File: src/pkg/pmx_params.svh
// constants for the port pin function multiplexer
`ifndef PMX_PARAMS_SVH
`define PMX_PARAMS_SVH
// bank geometry
`define PMX_NPORT       7
`define PMX_NIRQ        6
// bank index of each port
`define PMX_IDX_A       0
`define PMX_IDX_B       1
`define PMX_IDX_C       2
`define PMX_IDX_D       3
`define PMX_IDX_F       4
`define PMX_IDX_G       5
`define PMX_IDX_L       6
// configuration field codes
`define PMX_FLD_LATCH   3'h0
`define PMX_FLD_DIR     3'h1
`define PMX_FLD_PULLUP  3'h2
`define PMX_FLD_MODE    3'h3
`define PMX_FLD_EDGE    3'h4
// implemented bits and pull-up capable bits, a b c d f g l
`define PMX_IMPL_MASKS  '{8'h7F, 8'hFF, 8'hFF, 8'h0F, 8'h03, 8'hFF, 8'h1F}
`define PMX_PU_MASKS    '{8'h7F, 8'hFF, 8'h00, 8'h0F, 8'h00, 8'hFF, 8'h01}
// reset values
`define PMX_LATCH_RST   8'h00
`define PMX_DIR_RST     8'hFF
`define PMX_PU_RST      8'h00
`define PMX_MODE_RST    8'h00
`define PMX_MODE_RST_C  8'hFF
`define PMX_EDGE_RST    2'h1
`endif

File: src/pkg/pmx_pkg.sv
// types shared by the port pin function multiplexer
package pmx_pkg;
  typedef enum logic [2:0] {
    FLD_LATCH  = 3'h0,
    FLD_DIR    = 3'h1,
    FLD_PULLUP = 3'h2,
    FLD_MODE   = 3'h3,
    FLD_EDGE   = 3'h4
  } pmx_field_t;
  typedef enum logic [1:0] {
    EDGE_NONE = 2'h0,
    EDGE_RISE = 2'h1,
    EDGE_FALL = 2'h2,
    EDGE_BOTH = 2'h3
  } pmx_edge_t;
  // one port worth of pad drive
  typedef struct packed {
    logic [7:0] out;
    logic [7:0] oe;
    logic [7:0] pu;
  } pmx_pad_t;
  // peripheral outputs toward the pins, each with its enable except the i2c clock and data low drives
  typedef struct packed {
    logic timer_a_output;      logic timer_a_out_en;
    logic timer_b_output;      logic timer_b_out_en;
    logic csi_b_data_out;      logic csi_b_data_en;
    logic csi_b_clock_out;     logic csi_b_clock_en;
    logic csi_a_clock_out;     logic csi_a_clock_en;
    logic uart_a_tx;           logic uart_a_tx_en;
    logic csi_a_data_out;      logic csi_a_data_en;
    logic uart_b_tx;           logic uart_b_tx_en;
    logic hs_timer_a_output;   logic hs_timer_a_en;
    logic hs_timer_b_output;   logic hs_timer_b_en;
    logic byte_timer_a_output; logic byte_timer_a_en;
    logic byte_timer_b_output; logic byte_timer_b_en;
    logic i2c_clock_low;       logic i2c_data_low;
  } pmx_alt_out_t;
  // pin values handed to the peripherals
  typedef struct packed {
    logic timer_a_count_input;  logic timer_a_capture_input;
    logic timer_b_count_input;  logic timer_b_capture_input;
    logic csi_b_data_in;        logic csi_b_clock_in;
    logic serial_chip_select_in;
    logic csi_a_clock_in;       logic csi_a_data_in;
    logic uart_a_rx;            logic uart_b_rx;
    logic byte_timer_count_input; logic byte_timer_b_count_input;
    logic [7:0] analog_channel_inputs;
    logic [5:0] external_irq_inputs;
    logic [5:0] external_irq_edges;
    logic [7:0] key_irq_inputs;
    logic i2c_clock_in;         logic i2c_data_in;
    logic ext_lowvolt_detect_input;
    logic main_osc_connect;     logic sub_osc_connect;
    logic main_ext_clock_input; logic sub_ext_clock_input;
  } pmx_alt_in_t;
endpackage

File: src/rtl/pmx_edge_detect.sv
// valid edge detector for one external interrupt input
`timescale 1ns/1ps
module pmx_edge_detect
  import pmx_pkg::*;
(
  input  wire logic       clk,   // system clock
  input  wire logic       rst,   // async reset, high
  input  wire logic       ce,    // clock enable
  input  wire logic       lvl,   // filtered pin level
  input  wire logic       en,    // pin in control mode
  input  pmx_pkg::pmx_edge_t sel, // valid edge choice
  output logic            pulse  // edge seen, one cycle
);
  logic prev_reg, prev_next;
  logic rise, fall;
  // =====================================================
  // previous level tracked always, so mode entry makes no edge
  always_comb
  begin
    prev_next = lvl;
  end
  always_ff @(posedge clk or posedge rst)
  begin
    if (rst)
      prev_reg <= 1'b0;
    else if (ce)
      prev_reg <= prev_next;
  end
  assign rise  = lvl & ~prev_reg;
  assign fall  = ~lvl & prev_reg;
  assign pulse = ce & en & ((rise & sel[0]) | (fall & sel[1]));
endmodule // pmx_edge_detect

File: src/rtl/pmx_pin_cell.sv
// one pad: input synchroniser, output select and pull-up gate
`timescale 1ns/1ps
module pmx_pin_cell #(
  parameter bit OPEN_DRAIN = 1'b0,
  parameter bit PU_OK      = 1'b0
) (
  input  wire logic clk,     // system clock
  input  wire logic rst,     // async reset, high
  input  wire logic ce,      // clock enable
  input  wire logic pad_in,  // raw pad level
  input  wire logic latch,   // port output latch
  input  wire logic dir_in,  // 1 = input
  input  wire logic ctrl,    // 1 = control mode
  input  wire logic alt_out, // peripheral output value
  input  wire logic alt_oe,  // peripheral output active
  input  wire logic pu_sel,  // pull-up selected
  output logic      pad_out, // pad output value
  output logic      pad_oe,  // pad driven
  output logic      pad_pu,  // pull-up connected
  output logic      level    // filtered pad level
);
  logic s1_reg, s2_reg, s3_reg, level_reg;
  logic s1_next, s2_next, s3_next, level_next;
  logic drive, val;
  // =====================================================
  // three stage synchroniser, level moves once 2 and 3 agree
  always_comb
  begin
    s1_next    = pad_in;
    s2_next    = s1_reg;
    s3_next    = s2_reg;
    level_next = (s2_reg == s3_reg) ? s3_reg : level_reg;
  end
  always_ff @(posedge clk or posedge rst)
  begin
    if (rst)
    begin
      {s1_reg, s2_reg, s3_reg, level_reg} <= 4'h0;
    end
    else if (ce)
    begin
      {s1_reg, s2_reg, s3_reg, level_reg} <=
        {s1_next, s2_next, s3_next, level_next};
    end
  end
  assign level = level_reg;
  // =====================================================
  // driver: peripheral in control mode, latch in port mode
  assign drive   = ctrl ? alt_oe : ~dir_in;
  assign val     = ctrl ? alt_out : latch;
  assign pad_out = OPEN_DRAIN ? 1'b0 : val;
  assign pad_oe  = OPEN_DRAIN ? (drive & ~val) : drive;
  assign pad_pu  = PU_OK & pu_sel & ~drive;
endmodule // pmx_pin_cell

File: src/rtl/pmx_top.sv
// port pin function multiplexer: modes, directions, pull-ups, routing
`timescale 1ns/1ps
`include "pmx_params.svh"
module pmx_top #(
  parameter int NIRQ = `PMX_NIRQ
) (
  input  wire logic          clk,                 // system clock
  input  wire logic          rst,                 // async reset, high
  input  wire logic          ce,                  // clock enable
  input  wire logic          cfg_wr,              // config write strobe
  input  wire logic [2:0]    cfg_port,            // port or irq index
  input  pmx_pkg::pmx_field_t cfg_field,          // field written
  input  wire logic [7:0]    cfg_wdata,           // write data
  input  wire logic [7:0]    pad_in [`PMX_NPORT], // raw pad levels
  output pmx_pkg::pmx_pad_t  pad [`PMX_NPORT],    // pad drive per port
  input  pmx_pkg::pmx_alt_out_t alt_out,          // peripheral outputs
  output pmx_pkg::pmx_alt_in_t  alt_in,           // peripheral inputs
  output logic [6:0]         port_a_direction,    // 1 = input
  output logic [7:0]         port_b_direction,    // 1 = input
  output logic [7:0]         port_c_direction,    // 1 = input
  output logic [3:0]         port_d_direction,    // 1 = input
  output logic [1:0]         port_f_direction,    // 1 = input
  output logic [7:0]         port_g_direction,    // 1 = input
  output logic [4:0]         port_l_direction,    // 1 = input
  output logic [6:0]         port_a_pullup_select, // pull-up choice
  output logic [7:0]         port_b_pullup_select, // pull-up choice
  output logic [3:0]         port_d_pullup_select, // pull-up choice
  output logic [7:0]         port_g_pullup_select, // pull-up choice
  output logic [0:0]         port_l_pullup_select, // pull-up choice
  output logic [7:0]         port_mode [`PMX_NPORT], // 1 = control
  output logic [7:0]         port_level [`PMX_NPORT] // filtered pins
);
  import pmx_pkg::*;
  localparam int PA = `PMX_IDX_A;
  localparam int PB = `PMX_IDX_B;
  localparam int PC = `PMX_IDX_C;
  localparam int PD = `PMX_IDX_D;
  localparam int PF = `PMX_IDX_F;
  localparam int PG = `PMX_IDX_G;
  localparam int PL = `PMX_IDX_L;
  localparam int NP = `PMX_NPORT;
  localparam logic [7:0] IMPL [NP] = `PMX_IMPL_MASKS;
  localparam logic [7:0] PUOK [NP] = `PMX_PU_MASKS;

  // =====================================================
  // parameter check
  if (NIRQ < 1 || NIRQ > `PMX_NIRQ)
  begin : g_bad_nirq
    $error("NIRQ must lie between 1 and 6");
  end

  // =====================================================
  // configuration state
  logic [7:0] latch_reg [NP], latch_next [NP];
  logic [7:0] dir_reg   [NP], dir_next   [NP];
  logic [7:0] pu_reg    [NP], pu_next    [NP];
  logic [7:0] mode_reg  [NP], mode_next  [NP];
  pmx_edge_t  edge_reg  [NIRQ], edge_next [NIRQ];
  logic [7:0] lvl [NP];
  logic [7:0] alt_o [NP], alt_e [NP];
  pmx_alt_in_t alt_in_reg, alt_in_next;
  logic [NIRQ-1:0] irq_lvl, irq_en, irq_pulse;

  // writes land in the field chosen; latch and mode masked to implemented bits, pull-up to capable bits, unimplemented direction bits set to 1
  always_comb
  begin
    latch_next = latch_reg;
    dir_next   = dir_reg;
    pu_next    = pu_reg;
    mode_next  = mode_reg;
    edge_next  = edge_reg;
    if (cfg_wr && int'(cfg_port) < NP)
    begin
      case (cfg_field)
        FLD_LATCH:  latch_next[cfg_port] = cfg_wdata & IMPL[cfg_port];
        FLD_DIR:    dir_next[cfg_port]   = cfg_wdata | ~IMPL[cfg_port];
        FLD_PULLUP: pu_next[cfg_port]    = cfg_wdata & PUOK[cfg_port];
        FLD_MODE:   mode_next[cfg_port]  = cfg_wdata & IMPL[cfg_port];
        FLD_EDGE:
        begin
          if (int'(cfg_port) < NIRQ)
            edge_next[cfg_port] = pmx_edge_t'(cfg_wdata[1:0]);
        end
        default: ;
      endcase
    end
  end

  // chip reset restores inputs everywhere, port c analog
  always_ff @(posedge clk or posedge rst)
  begin
    if (rst)
    begin
      latch_reg <= '{default: `PMX_LATCH_RST};
      dir_reg   <= '{default: `PMX_DIR_RST};
      pu_reg    <= '{default: `PMX_PU_RST};
      mode_reg  <= '{PC: `PMX_MODE_RST_C, default: `PMX_MODE_RST};
      edge_reg  <= '{default: pmx_edge_t'(`PMX_EDGE_RST)};
    end
    else if (ce)
    begin
      latch_reg <= latch_next;
      dir_reg   <= dir_next;
      pu_reg    <= pu_next;
      mode_reg  <= mode_next;
      edge_reg  <= edge_next;
    end
  end

  // =====================================================
  // peripheral outputs placed on their pins
  always_comb
  begin
    alt_o = '{default: 8'h00};
    alt_e = '{default: 8'h00};
    // port a: two timer outputs, clocked serial data and clock
    alt_o[PA][1] = alt_out.timer_a_output;
    alt_e[PA][1] = alt_out.timer_a_out_en;
    alt_o[PA][6] = alt_out.timer_b_output;
    alt_e[PA][6] = alt_out.timer_b_out_en;
    alt_o[PA][2] = alt_out.csi_b_data_out;
    alt_e[PA][2] = alt_out.csi_b_data_en;
    alt_o[PA][4] = alt_out.csi_b_clock_out;
    alt_e[PA][4] = alt_out.csi_b_clock_en;
    // port b: serial clock has priority over uart transmit on bit 0
    alt_o[PB][0] = alt_out.csi_a_clock_en ? alt_out.csi_a_clock_out
                                          : alt_out.uart_a_tx;
    alt_e[PB][0] = alt_out.csi_a_clock_en | alt_out.uart_a_tx_en;
    alt_o[PB][2] = alt_out.csi_a_data_out;
    alt_e[PB][2] = alt_out.csi_a_data_en;
    alt_o[PB][3] = alt_out.uart_b_tx;
    alt_e[PB][3] = alt_out.uart_b_tx_en;
    alt_o[PB][5] = alt_out.hs_timer_a_output;
    alt_e[PB][5] = alt_out.hs_timer_a_en;
    alt_o[PB][6] = alt_out.hs_timer_b_output;
    alt_e[PB][6] = alt_out.hs_timer_b_en;
    alt_o[PB][7] = alt_out.byte_timer_a_output;
    alt_e[PB][7] = alt_out.byte_timer_a_en;
    // port d: one timer output on bit 3
    alt_o[PD][3] = alt_out.byte_timer_b_output;
    alt_e[PD][3] = alt_out.byte_timer_b_en;
    // port f: open-drain i2c, clock on bit 0, data on bit 1
    alt_o[PF][0] = ~alt_out.i2c_clock_low;
    alt_e[PF][0] = 1'b1;
    alt_o[PF][1] = ~alt_out.i2c_data_low;
    alt_e[PF][1] = 1'b1;
  end

  // =====================================================
  // pad cells for every implemented bit
  for (genvar p = 0; p < NP; p++)
  begin : g_port
    for (genvar b = 0; b < 8; b++)
    begin : g_bit
      if (IMPL[p][b])
      begin : g_cell
        pmx_pin_cell #(
          .OPEN_DRAIN (p == PF),
          .PU_OK      (PUOK[p][b])
        ) u_cell (
          .clk     (clk),
          .rst     (rst),
          .ce      (ce),
          .pad_in  (pad_in[p][b]),
          .latch   (latch_reg[p][b]),
          .dir_in  (dir_reg[p][b]),
          .ctrl    (mode_reg[p][b]),
          .alt_out (alt_o[p][b]),
          .alt_oe  (alt_e[p][b]),
          .pu_sel  (pu_reg[p][b]),
          .pad_out (pad[p].out[b]),
          .pad_oe  (pad[p].oe[b]),
          .pad_pu  (pad[p].pu[b]),
          .level   (lvl[p][b])
        );
      end
      else
      begin : g_none
        assign pad[p].out[b] = 1'b0;
        assign pad[p].oe[b]  = 1'b0;
        assign pad[p].pu[b]  = 1'b0;
        assign lvl[p][b]     = 1'b0;
      end
    end
    assign port_mode[p]  = mode_reg[p];
    assign port_level[p] = lvl[p];
  end

  // =====================================================
  // external irq sources: l0, d0..d3, b6
  always_comb
  begin
    irq_lvl = '0;
    irq_en  = '0;
    for (int i = 0; i < NIRQ; i++)
    begin
      case (i)
        0:       begin irq_lvl[i] = lvl[PL][0]; irq_en[i] = mode_reg[PL][0]; end
        5:       begin irq_lvl[i] = lvl[PB][6]; irq_en[i] = mode_reg[PB][6]; end
        default: begin irq_lvl[i] = lvl[PD][i-1]; irq_en[i] = mode_reg[PD][i-1]; end
      endcase
    end
  end

  for (genvar i = 0; i < NIRQ; i++)
  begin : g_irq
    pmx_edge_detect u_edge (
      .clk   (clk),
      .rst   (rst),
      .ce    (ce),
      .lvl   (irq_lvl[i]),
      .en    (irq_en[i]),
      .sel   (edge_reg[i]),
      .pulse (irq_pulse[i])
    );
  end

  // =====================================================
  // pin values handed to peripherals, only in control mode
  always_comb
  begin
    alt_in_next = '0;
    alt_in_next.timer_a_count_input   = mode_reg[PA][0] & lvl[PA][0];
    alt_in_next.timer_a_capture_input = mode_reg[PA][1] & lvl[PA][1];
    alt_in_next.csi_b_data_in         = mode_reg[PA][3] & lvl[PA][3];
    alt_in_next.csi_b_clock_in        = mode_reg[PA][4] & lvl[PA][4];
    alt_in_next.serial_chip_select_in = mode_reg[PA][5] & lvl[PA][5];
    alt_in_next.timer_b_count_input   = mode_reg[PA][5] & lvl[PA][5];
    alt_in_next.timer_b_capture_input = mode_reg[PA][6] & lvl[PA][6];
    alt_in_next.csi_a_clock_in        = mode_reg[PB][0] & lvl[PB][0];
    alt_in_next.csi_a_data_in         = mode_reg[PB][1] & lvl[PB][1];
    alt_in_next.uart_a_rx             = mode_reg[PB][1] & lvl[PB][1];
    alt_in_next.uart_b_rx             = mode_reg[PB][4] & lvl[PB][4];
    alt_in_next.byte_timer_count_input = mode_reg[PB][7] & lvl[PB][7];
    alt_in_next.analog_channel_inputs = mode_reg[PC];
    alt_in_next.byte_timer_b_count_input = mode_reg[PD][3] & lvl[PD][3];
    alt_in_next.key_irq_inputs        = mode_reg[PG] & lvl[PG];
    alt_in_next.i2c_clock_in          = mode_reg[PF][0] & lvl[PF][0];
    alt_in_next.i2c_data_in           = mode_reg[PF][1] & lvl[PF][1];
    alt_in_next.ext_lowvolt_detect_input = mode_reg[PL][0] & lvl[PL][0];
    alt_in_next.main_osc_connect      = mode_reg[PL][1] & mode_reg[PL][2];
    alt_in_next.sub_osc_connect       = mode_reg[PL][3] & mode_reg[PL][4];
    alt_in_next.main_ext_clock_input  = mode_reg[PL][2] & lvl[PL][2];
    alt_in_next.sub_ext_clock_input   = mode_reg[PL][4] & lvl[PL][4];
    alt_in_next.external_irq_inputs[NIRQ-1:0] = irq_lvl & irq_en;
    alt_in_next.external_irq_edges[NIRQ-1:0]  = irq_pulse;
  end

  always_ff @(posedge clk or posedge rst)
  begin
    if (rst)
      alt_in_reg <= '0;
    else if (ce)
      alt_in_reg <= alt_in_next;
  end
  assign alt_in = alt_in_reg;

  // =====================================================
  // register readback
  assign port_a_direction     = dir_reg[PA][6:0];
  assign port_b_direction     = dir_reg[PB];
  assign port_c_direction     = dir_reg[PC];
  assign port_d_direction     = dir_reg[PD][3:0];
  assign port_f_direction     = dir_reg[PF][1:0];
  assign port_g_direction     = dir_reg[PG];
  assign port_l_direction     = dir_reg[PL][4:0];
  assign port_a_pullup_select = pu_reg[PA][6:0];
  assign port_b_pullup_select = pu_reg[PB];
  assign port_d_pullup_select = pu_reg[PD][3:0];
  assign port_g_pullup_select = pu_reg[PG];
  assign port_l_pullup_select = pu_reg[PL][0:0];

  // =====================================================
  // checks
  logic any_oe, pu_clash;
  always_comb
  begin
    any_oe   = 1'b0;
    pu_clash = 1'b0;
    for (int p = 0; p < NP; p++)
    begin
      any_oe   = any_oe | (|pad[p].oe);
      pu_clash = pu_clash | (|(pad[p].pu & pad[p].oe));
    end
  end
endmodule // pmx_top

File: config.mk
export PLATFORM = sky130hd
export DESIGN_NAME = pmx_top
export DESIGN_NICKNAME = d
export VERILOG_FILES = /design/src/pkg/pmx_pkg.sv /design/src/rtl/pmx_edge_detect.sv /design/src/rtl/pmx_pin_cell.sv /design/src/rtl/pmx_top.sv
export VERILOG_INCLUDE_DIRS = /design/src /design/src/pkg
export SDC_FILE = /design/constraint.sdc
export NUM_CORES = 1
export LEC_CHECK = 0
export BUFFER_PORTS_ARGS = -buffer_cell sky130_fd_sc_hd__buf_4
export CAP_MARGIN = 15
export CORE_ASPECT_RATIO = 1.4
export CORE_MARGIN = 5
export CORE_UTILIZATION = 54
export CTS_BUF_LIST = sky130_fd_sc_hd__clkbuf_4 sky130_fd_sc_hd__clkbuf_8 sky130_fd_sc_hd__clkbuf_16
export DETAILED_ROUTE_END_ITERATION = 10
export PLACE_DENSITY = 0.81
export SYNTH_ARGS = -nofsm -noshare
export SYNTH_HDL_FRONTEND = slang
export SYNTH_SLANG_ARGS = --single-unit
File: constraint.sdc
create_clock -name clk -period 14.7 [get_ports clk]
set_input_delay 1.47 -clock clk [delete_from_list [all_inputs] [get_ports clk]]
set_output_delay 1.47 -clock clk [all_outputs]
set_load 0.005 [all_outputs]
==> reports/results.tsv, run 1 <==
metric	value	unit
status	completed	
cellLeakagePower	0.0106	uW
first_pass_iters	5	
clock_path_buffers	3	
io_buffers	411	
drc	0	
async_reset_ff_frac	1.00	
num_vias	12000	
final_nets	1862	
syn_avg_cell_area	12.0	um2
setup_viol	0	
grt_usage	0.241	
worst_slew_pin_slew	1030	ps
grt_start_max_net_pins	122	
gr-total-overflow	0	
largest_register_ffs	56	
grt_pass1_vias	12200	
clkTransAtPathRegs	60	ps
crit_required	15130	ps
synth-simple-area-share	0.0974	
syn-instance-count	1619	
ys_seq_area_frac	0.517	
end_kind	register	
fin_area	22000	um2
hold_viol	0	
yosysUniqueCellTypes	45	
synth.area.mux_share	0.192	
maxSlewViolCount	0	
rsz0062_at_grt	no	
cp_max_fo	111	
routed_via_density	5.31	
die_w	170	um
p_per_area	130	nW/um2
period_share	0.268	
antenna_found_initial	3	
ctsResizeCount	0	
power_frac_comb	0.152	
power_frac_seq	0.475	
num_io_pins	498	
cts_tree	yes	
switching_power	748	uW
cpMostUsedCell	buf_4	
hp-class	reg2reg	
synth-xor-area-share	0	
synth_top_family_by_area	multiplexers	
slowest_delay	900	ps
diodes	0	
ys.flop_type	dfrtp_1	
relSlewSlack	0.312	
start_kind	input pin	
clkPwrFrac	0.374	
clock-sinks	398	
finClkSkew	11.6	ps
postCtsHoldBufs	0	
area_growth	13.6	%
critical_path_class	in2reg	
maxCapViolations	0	
cts-root-buf	clkbuf_16	
fin_tns_setup	0	ps
rows	82	
dieArea	39900	um2
routed_wirelength	50200	um
period_needed	3940	ps
grt_pass1_wl	72900	um
synth_area_leader_cell	dfrtp_1	
drive_above_1_share	0.499	
worstSkewPairLatency	550	ps
post_cts_buffers	0	
synth_compound_area_frac	0.0392	
avgRoutedWirePerCell	22.3	um
cts.htree.levels	2	
gp_congestion	0.841	
netSwitchingFraction	0.262	
crit_slowest_cell	buf_4	
dieHeight	234	um
yosysWarningCount	0	
irDropWorstVdd	0.0911	mV
syn_area	19400	um2
cts_buffers	40	
internal_power	2110	uW
power	2860	uW
postPlaceCellArea	20600	um2
coreArea	35700	um2
yosys_register_bits	398	
yosys-top-cells-area	dfrtp_1 (44%), mux2_2 (18%), buf_4 (13%)	
ant_nets	0	
synth_fa_ha_area_frac	0.00258	
max_freq	254	MHz
place_hpwl	36700	um
start_util	0.543	
synth_top_area_frac	0.441	
synth_edf_count	0	
drt_iter0_markers	653	
path_cells	buf_8 -> buf_4 -> buf_4 -> mux2_2	
worst_ep_arrival_time	4370	ps
==> critical path: cells and delay by family <==
| kind | cells | cell delay [ps] |
|---|---|---|
| buffers and inverters | 3 | 2260 |
| multiplexers | 1 | 420 |
==> routing by layer <==
metal / global-route usage / share of wire
met5: 0 / 0.00094
met4: 0.117 / 0.051
met3: 0.0486 / 0.062
met2: 0.421 / 0.52
met1: 0.284 / 0.37
==> stage by stage <==
step	std cells	utilization	setup slack, ps	hold WS, ps
floorplan	1690	-	2250	456
global placement	2177	0.577	10370	466
detailed placement	2177	0.577	10290	473
CTS	2249	0.616	10870	488
global route	2250	0.617	10620	491
finish	2250	0.617	10760	484
==> kinds of logic after synthesis <==
logic type / count (synthesis)
buffers and inverters: 433
DFF: 398
muxes: 329
and+or+nand+nor: 311
AOI/OAI and AO/OA: 143
adders and majority gates: 4
other: 1
==> cell usage in the layout (no fill, tap or decap), types with 4 or more instances in the layout <==
master,n
buf_4,422
dfrtp_1,342
mux2_2,311
a21oi_1,85
nor2_1,74
nor2b_1,72
conb_1,72
dfstp_2,56
nand2b_1,52
clkbuf_16,40
o21ai_0,39
inv_1,34
nand3_1,33
nand2_1,26
nor4_4,12
clkbuf_8,11
clkbuf_4,10
mux2_1,9
o22ai_1,7
nor4_1,6
mux2i_1,5
and2_1,5
a31o_2,5
and3b_1,4
nor3b_1,4
nand4_1,4
mux2_4,4
a21boi_0,4
ha_1,4
==> cells in the mapped netlist, types with 3 or more instances <==
cell type,count
ha_1,4
nor2_1,74
nand2b_1,52
mux2_2,311
nand4_1,4
nor4_4,12
or2_2,3
mux2_4,4
buf_2,5
buf_1,10
a31o_2,5
nor4_1,6
inv_1,35
mux2_1,9
dfrtp_1,342
o21ai_0,39
o22ai_1,7
a21oi_1,85
and3b_1,4
nand3_1,33
a21boi_0,4
nor3b_1,4
mux2i_1,5
buf_6,4
nand3b_1,3
nand2_1,26
nor2b_1,72
clkbuf_1,37
and2_1,5
dfstp_2,56
buf_4,342
==> worst paths after layout <==
check | endpoint | slack, ps | cells after the start | from
worst max-delay path | alt_in[29] | 10760 | 4 | ce
worst min-delay path | latch_reg[4] | 480 | 1 | latch_reg[4]
worst max register to register | alt_in[15] | 13630 | 3 | g_port[6].g_bit[0].g_cell.u_cell.level
worst min register to register | latch_reg[4] | 480 | 1 | latch_reg[4]
max in group asynchronous | port_mode[8] | 12110 | 3 | rst
min in group asynchronous | g_port[2].g_bit[7].g_cell.u_cell.s1_reg | 1090 | 2 | rst
==> layout make-up <==
class | instances | area (um2)
Clock inverter | 11 | 170
Inverter | 35 | 139
Tap cell | 462 | 578
Multi-Input combinational cell | 859 | 6680
Fill cell | 2808 | 13700
Clock buffer | 61 | 1230
Timing Repair Buffer | 424 | 3210
Sequential cell | 398 | 10000
==> power by group through the flow <==
stage / Clock (uW) / Sequential, uW / Combinational (uW)
3_3_place_gp: 0 / 1360 / 419
4_1_cts: 1090 / 1360 / 440
2_1_floorplan: 0 / 1330 / 354
6_report: 1070 / 1360 / 434
5_1_grt: 1130 / 1370 / 475
3_5_place_dp: 0 / 1370 / 437
Note: power is estimated with default switching activity, not from simulation.
==> inputs of run 2 (changes only) <==
--- a/config.mk
+++ b/config.mk
@@ -10,10 +10,10 @@
 export CAP_MARGIN = 15
 export CORE_ASPECT_RATIO = 1.4
 export CORE_MARGIN = 5
-export CORE_UTILIZATION = 54
+export CORE_UTILIZATION = 49
 export CTS_BUF_LIST = sky130_fd_sc_hd__clkbuf_4 sky130_fd_sc_hd__clkbuf_8 sky130_fd_sc_hd__clkbuf_16
 export DETAILED_ROUTE_END_ITERATION = 10
-export PLACE_DENSITY = 0.81
+export PLACE_DENSITY = 0.78
 export SYNTH_ARGS = -nofsm -noshare
 export SYNTH_HDL_FRONTEND = slang
 export SYNTH_SLANG_ARGS = --single-unit
==> constraint.sdc (replaced) <==
create_clock -name clk -period 3.4 [get_ports clk]
set_input_delay 0.34 -clock clk [delete_from_list [all_inputs] [get_ports clk]]
set_output_delay 0.34 -clock clk [all_outputs]
set_load 0.005 [all_outputs]
==> run 2 against run 1 <==
Cell count is 3.2% higher; setup slack worse by 9400 ps; sequential cell count stayed put; total power grew to 4.3 times the previous value; combinational power grew to 4.3 times the previous value; critical path depth is 2 lower; global-route usage is 2.2 points lower; non-clock buffer count is 2 higher; sequential share of layout area is 0.22 points lower; sequential power grew to 4.3 times the previous value; count of clock-buffer cells in the layout is 6 lower; clock skew is 3.5 ps lower; critical path type is now reg2out.
==> reports/results.tsv, run 2 (synthesis gave the netlist of run 1 again) <==
metric	value	unit
final_cell_mix	buf_4 (420), dfrtp_1 (342), mux2_2 (311), a21oi_1 (85), nor2_1 (74)	
path_buf_inv	1	
path_cells	mux2_2 -> buf_4	
hp-class	in2reg	
die_w	178	um
first_pass_iters	4	
dieHeight	245	um
ctsResizeCount	0	
grt_pass1_vias	12000	
fill_cells	3235	
num_vias	11700	
rsz0062_at_grt	no	
layout_commonest_cell	buf_4	
irDropWorstVdd	0.477	mV
grtUsageMet3	0.0468	
crit_family	flip-flops	
slowest_delay	650	ps
hold_viol	0	
drive_above_1_share	0.499	
start_util	0.494	
num_io_pins	498	
period_needed	2060	ps
max_freq	485	MHz
cts.htree.levels	2	
fin_util	0.564	
place_hpwl	36300	um
fin_cells	2321	
gp_congestion	0.855	
finClkSkew	8.06	ps
final_nets	1863	
worst_ep_arrival_time	1720	ps
postPlaceCellArea	20800	um2
grt_usage	0.219	
grt_start_max_net_pins	164	
avgRoutedWirePerCell	21.3	um
p_per_area	555	nW/um2
coreArea	39300	um2
multi_input_area	6680	um2
setup_viol	0	
status	completed	
ant_nets	0	
maxSlewViolCount	0	
drt_iter0_markers	475	
routed_via_density	5.06	
io_buffers	411	
cp_max_fo	7	
fin_area	22100	um2
holdWs	37.6	ps
rows	86	
routed_wirelength	49400	um
cts_buffers	39	
start_kind	register	
busiest_layer	met2	
gr-total-overflow	0	
drc	0	
grt_use_met1	0.256	
cts_tree	yes	
dieArea	43700	um2
crit_slowest_cell	dfrtp_1	
maxCapViolations	0	
cts-root-buf	clkbuf_16	
period_share	0.606	
end_kind	output port	
fin_tns_setup	0	ps
worst_slew_pin_slew	1020	ps
largest_register_ffs	56	
clkTransAtPathRegs	70	ps
crit_required	3060	ps
dp.cells	2245	
grt_pass1_wl	72700	um
regArea	10000	um2
area_growth	14.2	%
clock_path_buffers	3	
clock-sinks	398	
worstSkewPairLatency	530	ps
use_met2	0.392	
relSlewSlack	0.319	
critical_path_class	reg2out	
cellLeakagePower	0.0106	uW
antenna_found_initial	5	
run 2: cell count changes in the layout (fill, tap and decap cells not counted), moves of 2 or more:
cell        before  now
clkinv_2         3   10
buf_12           0    4
clkbuf_4        10    6
diode_2          0    4
clkbuf_8        11    8
buf_4          422  420
clkinvlp_4       0    2
inv_8            2    0
run 2: worst paths after layout:
check | from | endpoint | slack, ps | cells after the start
worst min register to register | g_port[3].g_bit[2].g_cell.u_cell.s3_reg | g_port[3].g_bit[2].g_cell.u_cell.level | 490 | 2
worst max-delay path | port_mode[27] | pad[91] | 1340 | 2
max in group asynchronous | rst | latch_reg[16] | 1930 | 4
min in group asynchronous | rst | g_port[2].g_bit[0].g_cell.u_cell.s3_reg | 400 | 3
worst max register to register | port_mode[25] | port_mode[25] | 2370 | 1
worst min-delay path | pad_in[50] | g_port[0].g_bit[2].g_cell.u_cell.s1_reg | 40 | 2
run 2: final cells by class:
class	instances	area share
Antenna cell	4	0.000452
Clock buffer	55	0.0533
Clock inverter	16	0.00842
Inverter	35	0.00610
Multi-Input combinational cell	859	0.302
Sequential cell	398	0.453
Tap cell	528	0.0298
Timing Repair Buffer	426	0.147
run 2: layer usage:
metal | up-vias | wire (um)
li1 | 5343 | -
met1 | 5912 | 18700
met2 | 399 | 25800
met3 | 87 | 3130
met4 | 4 | 1740
met5 | - | 34
run 2: repair_timing:
item	CTS	global route
hold buffers	1	0
hold endpoints to repair	17	0
setup buffers	0	0
run 2: through the flow:
step | total power (uW) | worst slack, ps
after global placement | 7710 | 986
after CTS | 12500 | 1250
after global routing | 12900 | 1240
final | 12300 | 1340
after detailed placement | 7820 | 926
after floorplan | 7260 | -2250
run 2: where the power goes:
group | switching [uW] | internal, uW
combinational | 818 | 1050
sequential | 511 | 5330
clock | 1840 | 2740
total | 3170 | 9120
